--- src/nspi_defines.vh ---
// Function
// - Shared pins stay undriven until the data config register is first written.
// - Serial transmit stream leaves as NRZ data, valid at each tx clock rise.
// - With extended bus option, tx data and loopback pins are user outputs once bus master; tx clock is undriven.
// - Transmit active rises at frame start, falls after the last byte.
// - Internal codec mode divides the system clock to a tx clock and drives it out.
// - External codec mode shifts data on the tx clock from the pin.
// - Memory cycle ends only after sampling sync termination in async bus mode with extended bus option.
// - Loopback indicator is high whenever codec loopback is enabled, unless extended bus option is set.
// - Packet shorten asserts on address filter match or on miss, as programmed.
// - Second config bits 1 and 2 pick shorten mode; undriven until written.
// - Shorten rises after 4th bit of 7th byte, falls one tx clock after carrier.
// - Reject input low for two receive bit clocks rejects the packet.
`ifndef NSPI_DEFINES_VH
`define NSPI_DEFINES_VH

// Register byte addresses
`define NSPI_ADDR_DCR       5'h00
`define NSPI_ADDR_SECOND_CONFIG_REGISTER      5'h04
`define NSPI_ADDR_TXDATA    5'h08
`define NSPI_ADDR_STATUS    5'h0C

// Data config register fields
`define NSPI_DCR_EXTENDED_BUS_OPTION      0
`define NSPI_DCR_EXTCODEC   1
`define NSPI_DCR_BUSMODE    2
`define NSPI_DCR_LOOPBACK   3
`define NSPI_DCR_RESET      4'h0

// Second config register fields
`define NSPI_SECOND_CONFIG_REGISTER_USER2     0
`define NSPI_SECOND_CONFIG_REGISTER_ON_MATCH  1
`define NSPI_SECOND_CONFIG_REGISTER_ON_MISS   2
`define NSPI_SECOND_CONFIG_REGISTER_USER3     3
`define NSPI_SECOND_CONFIG_REGISTER_RESET     4'h0

// Transmit data word: byte plus end-of-frame flag
`define NSPI_TX_LAST        8
`define NSPI_TX_WIDTH       9
`define NSPI_FIFO_DEPTH     32
`define NSPI_FIFO_AW        5

// Timing
`define NSPI_CLK_HZ         10000000
`define NSPI_OSC_HZ         20000000
`define NSPI_TXC_HZ         10000000
`define NSPI_TXC_HALF_RAW   (`NSPI_CLK_HZ / (2 * `NSPI_TXC_HZ))
`define NSPI_TXC_HALF       ((`NSPI_TXC_HALF_RAW > 0) ? `NSPI_TXC_HALF_RAW : 1)
`define NSPI_SHORTEN_BITS   6'h34
`define NSPI_REJECT_BITS    2'h2

`define NSPI_RESP_OKAY      2'h0
`define NSPI_RESP_SLVERR    2'h2

`endif

--- src/nspi_fifo.v ---
`timescale 1ns/1ps
`default_nettype none
module nspi_fifo #(
	parameter WIDTH = 9,
	parameter DEPTH = 32,
	parameter AW    = 5
) (
	input  wire             clk,
	input  wire             rst_n,
	input  wire             in_valid,
	output wire             in_ready,
	input  wire [WIDTH-1:0] in_data,
	output wire             out_valid,
	input  wire             out_ready,
	output wire [WIDTH-1:0] out_data
);
	reg [WIDTH-1:0] mem [0:DEPTH-1];
	reg [AW:0]      wr_q;
	reg [AW:0]      rd_q;

	// Extra pointer bit tells full from empty
	assign in_ready  = (wr_q[AW-1:0] != rd_q[AW-1:0]) || (wr_q[AW] == rd_q[AW]);
	assign out_valid = (wr_q != rd_q);
	assign out_data  = mem[rd_q[AW-1:0]];

	always @(posedge clk) begin
		if (in_valid && in_ready) begin
			mem[wr_q[AW-1:0]] <= in_data;
		end
	end

	always @(posedge clk) begin
		if (!rst_n) begin
			wr_q <= {(AW+1){1'b0}};
			rd_q <= {(AW+1){1'b0}};
		end else begin
			if (in_valid && in_ready) begin
				wr_q <= wr_q + 1'b1;
			end
			if (out_valid && out_ready) begin
				rd_q <= rd_q + 1'b1;
			end
		end
	end
endmodule
`default_nettype wire

--- src/nspi_pin_if.v ---
// Design decisions made here: the AXI4-Lite slave port and the register addresses.
`timescale 1ns/1ps
`default_nettype none
`include "nspi_defines.vh"
module nspi_pin_if (
	input  wire        aclk,
	input  wire        aresetn,
	input  wire [4:0]  s_axi_awaddr,
	input  wire        s_axi_awvalid,
	output reg         s_axi_awready,
	input  wire [31:0] s_axi_wdata,
	input  wire [3:0]  s_axi_wstrb,
	input  wire        s_axi_wvalid,
	output reg         s_axi_wready,
	output reg  [1:0]  s_axi_bresp,
	output reg         s_axi_bvalid,
	input  wire        s_axi_bready,
	input  wire [4:0]  s_axi_araddr,
	input  wire        s_axi_arvalid,
	output reg         s_axi_arready,
	output reg  [31:0] s_axi_rdata,
	output reg  [1:0]  s_axi_rresp,
	output reg         s_axi_rvalid,
	input  wire        s_axi_rready,
	input  wire        bus_master,
	input  wire        mem_cycle_req,
	output reg         mem_cycle_end,
	input  wire        carrier_sense_signal,
	input  wire        rx_bit_valid,
	input  wire        filter_match,
	output reg         rx_reject,
	output reg         tx_active_out,
	output reg         tx_data_o,
	output reg         tx_data_oe,
	output reg         tx_clock_o,
	output reg         tx_clock_oe,
	input  wire        tx_clock_term_i,
	output reg         loopback_indicator,
	output reg         loopback_oe,
	output reg         packet_shorten_out,
	output reg         packet_shorten_oe,
	input  wire        packet_reject_in
);
	////////////////////////////////////////////////////////////////////////////////////////////////
	reg  [3:0] dcr_q;
	reg  [3:0] second_config_register_q;
	reg        dcr_wr_q;
	reg        second_config_register_wr_q;
	reg        master_seen_q;
	reg        aw_pend_q;
	reg        ar_pend_q;
	reg        pin_s1_q;
	reg        pin_s2_q;
	reg        pin_s3_q;
	reg        rej_s1_q;
	reg        rej_s2_q;
	reg        txc_int_q;
	reg        txc_cnt_q;
	reg        busy_q;
	reg        last_q;
	reg  [2:0] bit_q;
	reg  [6:0] sh_q;
	reg        bit_out_q;
	reg        cyc_pend_q;
	reg        carrier_q;
	reg  [5:0] rx_cnt_q;
	reg        off_pend_q;
	reg        shorten_q;
	reg  [1:0] low_cnt_q;
	reg        rej_done_q;

	wire       extended_bus_option    = dcr_q[`NSPI_DCR_EXTENDED_BUS_OPTION];
	wire       external_codec_select      = dcr_q[`NSPI_DCR_EXTCODEC];
	wire       bus_mode_select    = dcr_q[`NSPI_DCR_BUSMODE];
	wire       lbk_en   = dcr_q[`NSPI_DCR_LOOPBACK];
	wire       is_tx_w  = (s_axi_awaddr == `NSPI_ADDR_TXDATA);
	wire       fifo_in_ready;
	wire       fifo_out_valid;
	wire [8:0] fifo_out_data;

	////////////////////////////////////////////////////////////////////////////////////////////////
	// Write channel: both beats taken together; a full FIFO holds back awready
	wire wr_go = s_axi_awvalid && s_axi_wvalid && !aw_pend_q && !s_axi_bvalid
		&& (!is_tx_w || fifo_in_ready);
	wire wr_do = aw_pend_q && s_axi_awvalid && s_axi_wvalid;
	wire tx_push = wr_do && is_tx_w && s_axi_wstrb[0];

	always @(posedge aclk) begin
		if (!aresetn) begin
			aw_pend_q     <= 1'b0;
			s_axi_awready <= 1'b0;
			s_axi_wready  <= 1'b0;
			s_axi_bvalid  <= 1'b0;
			s_axi_bresp   <= `NSPI_RESP_OKAY;
			dcr_q         <= `NSPI_DCR_RESET;
			second_config_register_q        <= `NSPI_SECOND_CONFIG_REGISTER_RESET;
			dcr_wr_q      <= 1'b0;
			second_config_register_wr_q     <= 1'b0;
		end else begin
			aw_pend_q     <= wr_go;
			s_axi_awready <= wr_go;
			s_axi_wready  <= wr_go;
			if (s_axi_bvalid && s_axi_bready) begin
				s_axi_bvalid <= 1'b0;
			end
			if (wr_do) begin
				s_axi_bvalid <= 1'b1;
				s_axi_bresp  <= `NSPI_RESP_OKAY;
				if (s_axi_awaddr == `NSPI_ADDR_DCR) begin
					if (s_axi_wstrb[0]) begin
						dcr_q    <= s_axi_wdata[3:0];
						dcr_wr_q <= 1'b1;
					end
				end else if (s_axi_awaddr == `NSPI_ADDR_SECOND_CONFIG_REGISTER) begin
					if (s_axi_wstrb[0]) begin
						second_config_register_q    <= s_axi_wdata[3:0];
						second_config_register_wr_q <= 1'b1;
					end
				end else if (!is_tx_w) begin
					s_axi_bresp <= `NSPI_RESP_SLVERR;
				end
			end
		end
	end

	////////////////////////////////////////////////////////////////////////////////////////////////
	// Read channel
	wire rd_go = s_axi_arvalid && !ar_pend_q && !s_axi_rvalid;
	wire rd_do = ar_pend_q && s_axi_arvalid;

	always @(posedge aclk) begin
		if (!aresetn) begin
			ar_pend_q     <= 1'b0;
			s_axi_arready <= 1'b0;
			s_axi_rvalid  <= 1'b0;
			s_axi_rdata   <= 32'h00000000;
			s_axi_rresp   <= `NSPI_RESP_OKAY;
		end else begin
			ar_pend_q     <= rd_go;
			s_axi_arready <= rd_go;
			if (s_axi_rvalid && s_axi_rready) begin
				s_axi_rvalid <= 1'b0;
			end
			if (rd_do) begin
				s_axi_rvalid <= 1'b1;
				s_axi_rresp  <= `NSPI_RESP_OKAY;
				s_axi_rdata  <= 32'h00000000;
				if (s_axi_araddr == `NSPI_ADDR_DCR) begin
					s_axi_rdata[3:0] <= dcr_q;
				end else if (s_axi_araddr == `NSPI_ADDR_SECOND_CONFIG_REGISTER) begin
					s_axi_rdata[3:0] <= second_config_register_q;
				end else if (s_axi_araddr == `NSPI_ADDR_STATUS) begin
					s_axi_rdata[7:0] <= {rej_done_q, shorten_q, master_seen_q, second_config_register_wr_q,
						dcr_wr_q, !fifo_in_ready, !fifo_out_valid, tx_active_out};
				end else if (s_axi_araddr != `NSPI_ADDR_TXDATA) begin
					s_axi_rresp <= `NSPI_RESP_SLVERR;
				end
			end
		end
	end

	////////////////////////////////////////////////////////////////////////////////////////////////
	// Pin synchronisers; the first stage feeds only the second
	always @(posedge aclk) begin
		if (!aresetn) begin
			pin_s1_q <= 1'b0;
			pin_s2_q <= 1'b0;
			pin_s3_q <= 1'b0;
			rej_s1_q <= 1'b1;
			rej_s2_q <= 1'b1;
		end else begin
			pin_s1_q <= tx_clock_term_i;
			pin_s2_q <= pin_s1_q;
			pin_s3_q <= pin_s2_q;
			rej_s1_q <= packet_reject_in;
			rej_s2_q <= rej_s1_q;
		end
	end

	////////////////////////////////////////////////////////////////////////////////////////////////
	// Transmit clock; at this system rate the divider bottoms out at one cycle per half period
	wire txc_tick = (txc_cnt_q == 1'b0);
	wire ext_rise = pin_s2_q && !pin_s3_q;
	wire ext_fall = !pin_s2_q && pin_s3_q;
	wire tx_rise  = external_codec_select ? ext_rise : (txc_tick && !txc_int_q);
	wire tx_fall  = external_codec_select ? ext_fall : (txc_tick && txc_int_q);

	always @(posedge aclk) begin
		if (!aresetn) begin
			txc_int_q <= 1'b0;
			txc_cnt_q <= 1'b0;
		end else begin
			if (txc_tick) begin
				txc_int_q <= !txc_int_q;
				txc_cnt_q <= (`NSPI_TXC_HALF > 1) ? 1'b1 : 1'b0;
			end else begin
				txc_cnt_q <= 1'b0;
			end
		end
	end

	////////////////////////////////////////////////////////////////////////////////////////////////
	// Serializer: changes on the falling edge so data is stable at the rise
	wire need_byte = !busy_q || (bit_q == 3'h7 && !last_q);
	wire fifo_pop  = tx_fall && need_byte;

	always @(posedge aclk) begin
		if (!aresetn) begin
			busy_q        <= 1'b0;
			last_q        <= 1'b0;
			bit_q         <= 3'h0;
			sh_q          <= 7'h00;
			bit_out_q     <= 1'b0;
			tx_active_out <= 1'b0;
		end else if (tx_fall) begin
			if (busy_q && bit_q != 3'h7) begin
				bit_out_q <= sh_q[0];
				sh_q      <= {1'b0, sh_q[6:1]};
				bit_q     <= bit_q + 3'h1;
			end else if (need_byte && fifo_out_valid) begin
				bit_out_q     <= fifo_out_data[0];
				sh_q          <= fifo_out_data[7:1];
				last_q        <= fifo_out_data[`NSPI_TX_LAST];
				bit_q         <= 3'h0;
				busy_q        <= 1'b1;
				tx_active_out <= 1'b1;
			end else begin
				// Last byte done, or the FIFO ran dry mid-frame
				busy_q        <= 1'b0;
				bit_out_q     <= 1'b0;
				tx_active_out <= 1'b0;
			end
		end
	end

	nspi_fifo #(
		.WIDTH (`NSPI_TX_WIDTH),
		.DEPTH (`NSPI_FIFO_DEPTH),
		.AW    (`NSPI_FIFO_AW)
	) u_fifo (
		.clk       (aclk),
		.rst_n     (aresetn),
		.in_valid  (tx_push),
		.in_ready  (fifo_in_ready),
		.in_data   (s_axi_wdata[8:0]),
		.out_valid (fifo_out_valid),
		.out_ready (fifo_pop),
		.out_data  (fifo_out_data)
	);

	////////////////////////////////////////////////////////////////////////////////////////////////
	// Bus master memory cycles
	wire term_ok = !(extended_bus_option && bus_mode_select) || pin_s2_q;

	always @(posedge aclk) begin
		if (!aresetn) begin
			master_seen_q <= 1'b0;
			cyc_pend_q    <= 1'b0;
			mem_cycle_end <= 1'b0;
		end else begin
			if (bus_master) begin
				master_seen_q <= 1'b1;
			end
			mem_cycle_end <= 1'b0;
			if (mem_cycle_req) begin
				cyc_pend_q <= 1'b1;
			end else if (cyc_pend_q && bus_master && term_ok) begin
				cyc_pend_q    <= 1'b0;
				mem_cycle_end <= 1'b1;
			end
		end
	end

	////////////////////////////////////////////////////////////////////////////////////////////////
	// Receive side: shorten timing and packet reject
	wire car_rise = carrier_sense_signal && !carrier_q;
	wire car_fall = !carrier_sense_signal && carrier_q;
	wire hit_bit  = rx_bit_valid && carrier_sense_signal && (rx_cnt_q == `NSPI_SHORTEN_BITS - 6'h01);

	always @(posedge aclk) begin
		if (!aresetn) begin
			carrier_q  <= 1'b0;
			rx_cnt_q   <= 6'h00;
			off_pend_q <= 1'b0;
			shorten_q  <= 1'b0;
			low_cnt_q  <= 2'h0;
			rej_done_q <= 1'b0;
			rx_reject  <= 1'b0;
		end else begin
			carrier_q <= carrier_sense_signal;
			rx_reject <= 1'b0;
			if (car_rise) begin
				rx_cnt_q   <= 6'h00;
				low_cnt_q  <= 2'h0;
				rej_done_q <= 1'b0;
			end else if (rx_bit_valid && carrier_sense_signal && rx_cnt_q != `NSPI_SHORTEN_BITS) begin
				rx_cnt_q <= rx_cnt_q + 6'h01;
			end
			if (hit_bit) begin
				shorten_q <= (second_config_register_q[`NSPI_SECOND_CONFIG_REGISTER_ON_MATCH] && filter_match)
					|| (second_config_register_q[`NSPI_SECOND_CONFIG_REGISTER_ON_MISS] && !filter_match);
			end else if (off_pend_q && tx_rise) begin
				shorten_q <= 1'b0;
			end
			if (car_fall) begin
				off_pend_q <= 1'b1;
			end else if (tx_rise || car_rise) begin
				off_pend_q <= 1'b0;
			end
			if (rx_bit_valid && carrier_sense_signal && !rej_done_q) begin
				if (rej_s2_q) begin
					low_cnt_q <= 2'h0;
				end else if (low_cnt_q == `NSPI_REJECT_BITS - 2'h1) begin
					rej_done_q <= 1'b1;
					rx_reject  <= 1'b1;
				end else begin
					low_cnt_q <= low_cnt_q + 2'h1;
				end
			end
		end
	end

	////////////////////////////////////////////////////////////////////////////////////////////////
	// Pin drivers; enables off until the relevant config write
	always @(posedge aclk) begin
		if (!aresetn) begin
			tx_data_o          <= 1'b0;
			tx_data_oe         <= 1'b0;
			tx_clock_o         <= 1'b0;
			tx_clock_oe        <= 1'b0;
			loopback_indicator <= 1'b0;
			loopback_oe        <= 1'b0;
			packet_shorten_out <= 1'b0;
			packet_shorten_oe  <= 1'b0;
		end else begin
			tx_data_o          <= extended_bus_option ? second_config_register_q[`NSPI_SECOND_CONFIG_REGISTER_USER3] : bit_out_q;
			tx_data_oe         <= dcr_wr_q && (!extended_bus_option || master_seen_q);
			tx_clock_o         <= txc_int_q;
			tx_clock_oe        <= dcr_wr_q && !extended_bus_option && !external_codec_select;
			loopback_indicator <= extended_bus_option ? second_config_register_q[`NSPI_SECOND_CONFIG_REGISTER_USER2] : lbk_en;
			loopback_oe        <= dcr_wr_q && (!extended_bus_option || master_seen_q);
			packet_shorten_out <= shorten_q;
			packet_shorten_oe  <= second_config_register_wr_q;
		end
	end
endmodule
`default_nettype wire

--- config.mk ---
export PLATFORM = sky130hd
export DESIGN_NAME = nspi_pin_if
export DESIGN_NICKNAME = d
export VERILOG_FILES = /design/src/nspi_fifo.v /design/src/nspi_pin_if.v
export VERILOG_INCLUDE_DIRS = /design/src
export SDC_FILE = /design/constraint.sdc
export NUM_CORES = 1
export LEC_CHECK = 0
export ABC_CLOCK_PERIOD_IN_PS = 6000
export BUFFER_PORTS_ARGS = -buffer_cell sky130_fd_sc_hd__buf_2
export CORE_UTILIZATION = 60
export DETAILED_ROUTE_END_ITERATION = 8
export PLACE_DENSITY = 0.83
export SLEW_MARGIN = 10
export SYNTH_ARGS = -nofsm -noshare
export SYNTH_HDL_FRONTEND = slang
export SYNTH_SLANG_ARGS = --single-unit
--- constraint.sdc ---
create_clock -name aclk -period 6 [get_ports aclk]
set_input_delay 0.9 -clock aclk [delete_from_list [all_inputs] [get_ports aclk]]
set_output_delay 0.9 -clock aclk [all_outputs]
set_load 0.01 [all_outputs]
==> results of run 1 <==
## cells by family after synthesis
group / count (synthesis) / synth area share [%]
DFF: 371 / 69.2
and+or+nand+nor: 224 / 7.06
muxes: 119 / 13.9
AOI/OAI and AO/OA: 106 / 4.78
buffers and inverters: 81 / 3.37
xor gates and xnor gates: 15 / 0.882
adders and majority gates: 9 / 0.756
other: 1 / 0.0252
## final cells by class
type	count	share of cell area [%]
clock buffers	52	6.36
clock inverters	13	0.640
inverters	14	0.320
multi-input cells	499	25.5
flip-flops and latches	371	62.8
well taps	324	2.47
repair buffers	63	1.98
## sequential cells by signal (all words and copies together), names as in the netlist, 2 cells and up, named ones only
| signal | flops |
|---|---|
| second_config_register_q | 4 |
| low_cnt_q | 2 |
| u_fifo.wr_q | 6 |
| u_fifo.rd_q | 6 |
| dcr_q | 4 |
| s_axi_rdata | 8 |
| sh_q | 7 |
| bit_q | 3 |
| rx_cnt_q | 6 |
| u_fifo.mem | 288 |
## cell usage in the layout (no fill, tap or decap), types with 12 or more instances in the layout
cell type	Yosys	final
a21oi_1	25	25
a22oi_1	17	17
buf_2	12	59
clkbuf_16	0	38
conb_1	1	26
dfxtp_1	83	80
edfxtp_1	288	288
inv_1	12	12
mux2_2	12	12
mux2i_1	46	46
mux4_1	27	27
mux4_2	34	34
nand2_1	55	55
nand2b_1	12	12
nand3_1	16	16
nor2_1	80	80
nor3_1	13	13
o21ai_0	16	16
o22ai_1	13	13
## worst paths after layout
path                             to  slack (ns)  cells after the start             from
setup / recovery  u_fifo.mem[24][6]        2.41                      6  s_axi_awaddr[4]
hold / removal             rej_s2_q        0.41                      1         rej_s1_q
setup reg to reg  u_fifo.mem[24][6]        2.80                      5        aw_pend_q
hold reg to reg            rej_s2_q        0.41                      1         rej_s1_q
## critical path: stages
cell and delay (ns):
buf_2 0.09, or3_1 0.44, nor4_1 0.66, o31a_1 0.42
nand2_1 0.39, nor2_1 0.82
## metal layers
layer	up-vias	global-route usage, %	share of wire, %
met2	405	38.2	47
met3	75	4.35	7.7
met5	-	0	0
met1	4070	34.2	42
met4	0	9.48	3.4
li1	3684	-	-
## stage by stage
stage	power (W)	cells	hold slack, ns	setup slack [ns]
floorplan	0.00287	951	0.386	3.03
global placement	0.00291	1271	0.390	2.08
detailed placement	0.00291	1271	0.397	2.01
CTS	0.00507	1336	0.411	2.50
global route	0.00519	1336	0.452	2.31
finish	0.00505	1336	0.407	2.41
## power by group through the flow
stage / combinational [W] / clock [W] / sequential [W]
after floorplan: 0.0000436 / 0 / 0.00283
after global placement: 0.0000808 / 0 / 0.00283
after detailed placement: 0.0000847 / 0 / 0.00283
after CTS: 0.0000854 / 0.00221 / 0.00277
after global routing: 0.0000940 / 0.00232 / 0.00277
final: 0.0000857 / 0.00219 / 0.00277
==> flow_metrics.tcl, run 1 <==
set metrics [dict create \
    outcome "finished clean" \
    p_leak_nw 5.37 \
    ios 112 \
    critical_path_class "in -> reg" \
    cts.sinks 371 \
    post_cts_buffers 0 \
    grt_first_pass_wirelength_um 46400 \
    drc_errors 0 \
    synth.largest_area_cell "edfxtp_1" \
    ys.flop_type "edfxtp_1" \
    final_cell_area_sq_um 16400 \
    clk-insertion-delay-late_ns 0.53 \
    grt.total_usage_pct 24.3 \
    crit_path_end_kind "flop" \
    avgSynthCellArea_sq_um 16.1 \
    startpoint_type "input pin" \
    period_needed_ns 3.59 \
    timing.fmax_ghz 0.279 \
    clock-root-buffer "clkbuf_16" \
    multiInputGateArea_sq_um 4180 \
    drt_wl_total_um 30200 \
    fin_tns_setup_ns 0 \
    internal_power_w 0.00405 \
    yosysSeqAreaShare_pct 69.2 \
    setup_viol 0 \
    rsz0062_at_grt "false" \
    vias 8234 \
    hold_class "reg -> reg" \
    coreArea_sq_um 24300 \
    grt_max_degree 56 \
    hpwl_um 18300 \
    p_sw_share_pct 19.8 \
    fill_cells 1578 \
    peakVddDrop_uv 327 \
    syn_inst 926 \
    clock-skew-final_ns 0.0170 \
    switchingPower_w 0.00100 \
    routabilityCongestion 0.864 \
    maxSlewHeadroom_pct 23.0 \
    worst_slew_pin_slew_ns 1.15 \
    start_util_pct 61.2 \
    p_clk_share_pct 43.4 \
    antenna_found_initial 0 \
    wire_per_inst_um 22.6 \
    finalHoldViolCount 0 \
    cts_tree "built" \
    dieHeight_um 160 \
    clock_path_buffers 3 \
    yosys_warnings 0 \
    async_reset_ff_share_pct 0 \
    diodes 0 \
    dieArea_sq_um 25500 \
    cts_resized 0 \
    postRouteAntennaNets 0 \
    final_core_util_pct 67.6 \
    slew_violations 0 \
    clk_pin_slew_ns 0.06 \
    p_seq_share_pct 54.9 \
    power_frac_comb_pct 1.7 \
    yosys-top-cells-area "edfxtp_1 (58%), dfxtp_1 (11%), mux4_2 (5.1%), mux4_1 (4.8%), mux2i_1 (3.1%)" \
    ys_seq_elements 371 \
    path_max_fanout 9 \
    synth_edf_count 288 \
    grt_pass1_vias 8055 \
    crit_required_ns 6.14 \
    via_per_inst 6.16 \
    numCtsBuffers 37 \
    dr.pass1.iters 5 \
    cts_max_level 2 \
    seqCellArea_sq_um 10300 \
    synth_top_area_share_pct 58.1 \
    port_buffers 59 \
    cp_data_arrival_time_ns 3.73 \
    yosys.cell_count.top_type "edfxtp_1" \
    finalCritPeriodShare_pct 59.8 \
    grt-ovfl-total 0 \
    synth.distinct_cells 57 \
    netlist_area_sq_um 14900 \
    ctsHoldBuffers 0 \
    drt-initial-drc-count 1015 \
    synth_common_cells "edfxtp_1 (288), dfxtp_1 (83), nor2_1 (80)" \
    rows 57 \
    area_growth_syn_to_layout_pct 10.4 \
    cap_violations 0 \
    final_nets 1055 \
    p_per_area_nw_per_um2 307 \
    drive_gt1_share_pct 17.3 \
    die_w_um 160 \
    placed_cell_area_sq_um 15300 \
]
(Power assumes the default switching activity.)
==> run 2: changes to the inputs <==
--- a/config.mk
+++ b/config.mk
@@ -6,11 +6,12 @@
 export SDC_FILE = /design/constraint.sdc
 export NUM_CORES = 1
 export LEC_CHECK = 0
-export ABC_CLOCK_PERIOD_IN_PS = 6000
+export ABC_AREA = 1
+export ABC_CLOCK_PERIOD_IN_PS = 3420
 export BUFFER_PORTS_ARGS = -buffer_cell sky130_fd_sc_hd__buf_2
 export CORE_UTILIZATION = 60
 export DETAILED_ROUTE_END_ITERATION = 8
-export PLACE_DENSITY = 0.83
+export PLACE_DENSITY = 0.82
 export SLEW_MARGIN = 10
 export SYNTH_ARGS = -nofsm -noshare
 export SYNTH_HDL_FRONTEND = slang
==> constraint.sdc (replaced) <==
create_clock -name aclk -period 3.42 [get_ports aclk]
set_input_delay 0.513 -clock aclk [delete_from_list [all_inputs] [get_ports aclk]]
set_output_delay 0.513 -clock aclk [all_outputs]
set_load 0.01 [all_outputs]
==> flow_metrics.tcl, run 2 <==
set metrics [dict create \
    period_needed_ns 2.55 \
    rr_endpoint "u_fifo.mem[0][6]" \
    synth_xor_xnor_area_share_pct 0.617 \
    async_reset_ff_share_pct 0 \
    clock_path_buffers 3 \
    start_util_pct 61.7 \
    path_buf_inv 1 \
    hpwl_um 20700 \
    synth_fa_ha_area_share_pct 0.721 \
    startpoint_type "flop" \
    dr.pass1.iters 5 \
    crit_slowest_cell "nor2_1" \
    yosys-top-cells-area "edfxtp_1 (55%), nand2_1 (11%), dfxtp_1 (11%), nand3_1 (7.7%), inv_1 (2.2%)" \
    slew_violations 0 \
    via_per_inst 5.67 \
    synthMuxAreaShare_pct 0 \
    largest_reg_flops 288 \
    yosys_warnings 0 \
    drt-initial-drc-count 1090 \
    ys_seq_elements 371 \
    min_to "pin_s1_q" \
    synth.distinct_cells 41 \
    ys.flop_type "edfxtp_1" \
    cts.sinks 371 \
    timing.fmax_ghz 0.392 \
    rsz0062_at_grt "false" \
    min_path_cells 3 \
    cts_tree "built" \
    die_w_um 163 \
    path_max_fanout 9 \
    ctsHoldBuffers 0 \
    grt.total_usage_pct 26.4 \
    grt-ovfl-total 0 \
    synth_common_cells "nand2_1 (472), edfxtp_1 (288), nand3_1 (241)" \
    cts_resized 0 \
    crit_required_ns 3.56 \
    cp_data_arrival_time_ns 2.69 \
    p_leak_nw 6.85 \
    setup_viol 0 \
    clk_pin_slew_ns 0.06 \
    p_per_area_nw_per_um2 527 \
    area_growth_syn_to_layout_pct 10.3 \
    synth_top_family_by_area "simple AND/OR/NAND/NOR gates" \
    synthSimpleGateAreaFrac_pct 22.5 \
    rows 58 \
    dieHeight_um 163 \
    drc_errors 0 \
    clock-root-buffer "clkbuf_16" \
    yosysSeqAreaShare_pct 66.0 \
    port_buffers 59 \
    clk-insertion-delay-late_ns 0.52 \
    cpPeakStageDelay_ns 0.70 \
    peakVddDrop_uv 389 \
    crit_path_end_kind "flop" \
    finalHoldViolCount 0 \
    synth_compound_area_share_pct 3.72 \
    drt_wl_total_um 34700 \
    critical_path_class "reg -> reg" \
    worst_slew_pin_slew_ns 0.947 \
    grt_max_degree 75 \
    cts_max_level 2 \
    numCtsBuffers 37 \
    cap_violations 0 \
    finalCritPeriodShare_pct 74.6 \
    postRouteAntennaNets 0 \
    ff2ff_path_depth 9 \
    place_ws_ns 0.709 \
    hold_class "in -> reg" \
    clock-skew-final_ns 0.0209 \
    maxSlewHeadroom_pct 36.9 \
    outcome "finished clean" \
    yosys.cell_count.top_type "nand2_1" \
    drive_gt1_share_pct 10.7 \
    fin_ws_ns 0.868 \
    rr_startpoint "u_fifo.wr_q[2]" \
    netlist_area_sq_um 15600 \
    fin_tns_setup_ns 0 \
    path_cells "xor2_1, nor2_1, nand2_1, nor2_2, nand2_2, nand2_4, inv_4, nand2_4, nor2_1" \
    dieArea_sq_um 26700 \
    grt_first_pass_wirelength_um 53700 \
    synth.largest_area_cell "edfxtp_1" \
    grt_pass1_vias 10300 \
    min_from "tx_clock_term_i" \
    diodes 0 \
    synth_top_area_share_pct 55.4 \
    wire_per_inst_um 18.0 \
    final_cell_mix "nand2_1 (472), edfxtp_1 (288), nand3_1 (241)" \
    antenna_found_initial 0 \
    vias 11000 \
    avgSynthCellArea_sq_um 10.3 \
    syn_inst 1521 \
    coreArea_sq_um 25300 \
    final_nets 1641 \
    post_cts_buffers 0 \
    ios 112 \
    cp_top_family "simple AND/OR/NAND/NOR gates" \
    reg2reg_setup_slack_ns 0.87 \
    routabilityCongestion 0.848 \
    synth_edf_count 288 \
    final_common_cell "nand2_1" \
]
-- run 2: cell count changes in the layout (fill, tap and decap cells not counted), sizes merged, moves of 11 or more --
cell | previous run | this run
mux4 | 61 | 0
inv | 16 | 100
nand2 | 55 | 480
mux2 | 12 | 0
a22oi | 17 | 6
a21oi | 25 | 45
mux2i | 46 | 0
o21ai | 16 | 47
nand2b | 12 | 0
nand3 | 16 | 242
o22ai | 13 | 1
buf | 63 | 85
-- run 2: final cells by class --
type	count	area, sq um
clock buffer	49	1050
timing repair buffer	85	490
fill	1829	8100
clock inverter	19	173
inverter	102	390
multi-input combinational	975	4400
sequential	371	10300
tap	330	413
-- run 2: tightest hold or removal path, stage by stage --
cell and delay (ns):
buf_2 0.07, nand2_1 0.04, inv_1 0.04
-- run 2: how the worst max path moves through the flow --
stage / cells past startpoint / start / to / slack [ns]
after floorplan: 7 / s_axi_awaddr[1] / u_fifo.mem[23][0] / 1.31
after global placement: 8 / s_axi_awaddr[1] / u_fifo.mem[0][2] / 0.79
after detailed placement: 8 / s_axi_awaddr[1] / u_fifo.mem[13][3] / 0.71
after CTS: 9 / u_fifo.wr_q[2] / u_fifo.mem[13][7] / 0.88
after global routing: 9 / u_fifo.wr_q[2] / u_fifo.mem[29][3] / 0.78
final: 9 / u_fifo.wr_q[2] / u_fifo.mem[0][6] / 0.87
-- run 2: where the power goes --
group	internal, W	leakage (nW)	switching, W
logic	0.0000365	2.98	0.000135
clock network	0.00240	0.609	0.00164
registers	0.00486	3.26	0.00000771
-- run 2: routing by layer --
metal | global-route usage (%) | part of all wire, % | vias up
li1 | - | - | 5182
met1 | 35.6 | 40 | 5206
met2 | 43.7 | 49 | 501
met3 | 4.32 | 8.1 | 69
met4 | 9.05 | 2.5 | 0
met5 | 0 | 0 | -
-- run 2: cell families (layout without fill, tap and decap cells) --
logic type	count (synthesis)	in the layout
compound gates	107	107
other cells	1	26
xor+xnor	11	11
fa+ha+maj	9	9
flops	371	371
simple gates	822	822
buf+inv	200	255
-- run 2: stage by stage --
step | instances | utilization (%) | power, W | instance area (sq um) | hold slack [ns]
2_1_floorplan | 1546 | - | 0.00506 | 15700 | 0.390
3_3_place_gp | 1863 | 63.2 | 0.00513 | 16000 | 0.398
3_5_place_dp | 1863 | 63.2 | 0.00514 | 16000 | 0.414
4_1_cts | 1931 | 68.0 | 0.00912 | 17200 | 0.171
5_1_grt | 1931 | 68.0 | 0.00931 | 17200 | 0.176
6_report | 1931 | 68.0 | 0.00908 | 17200 | 0.189
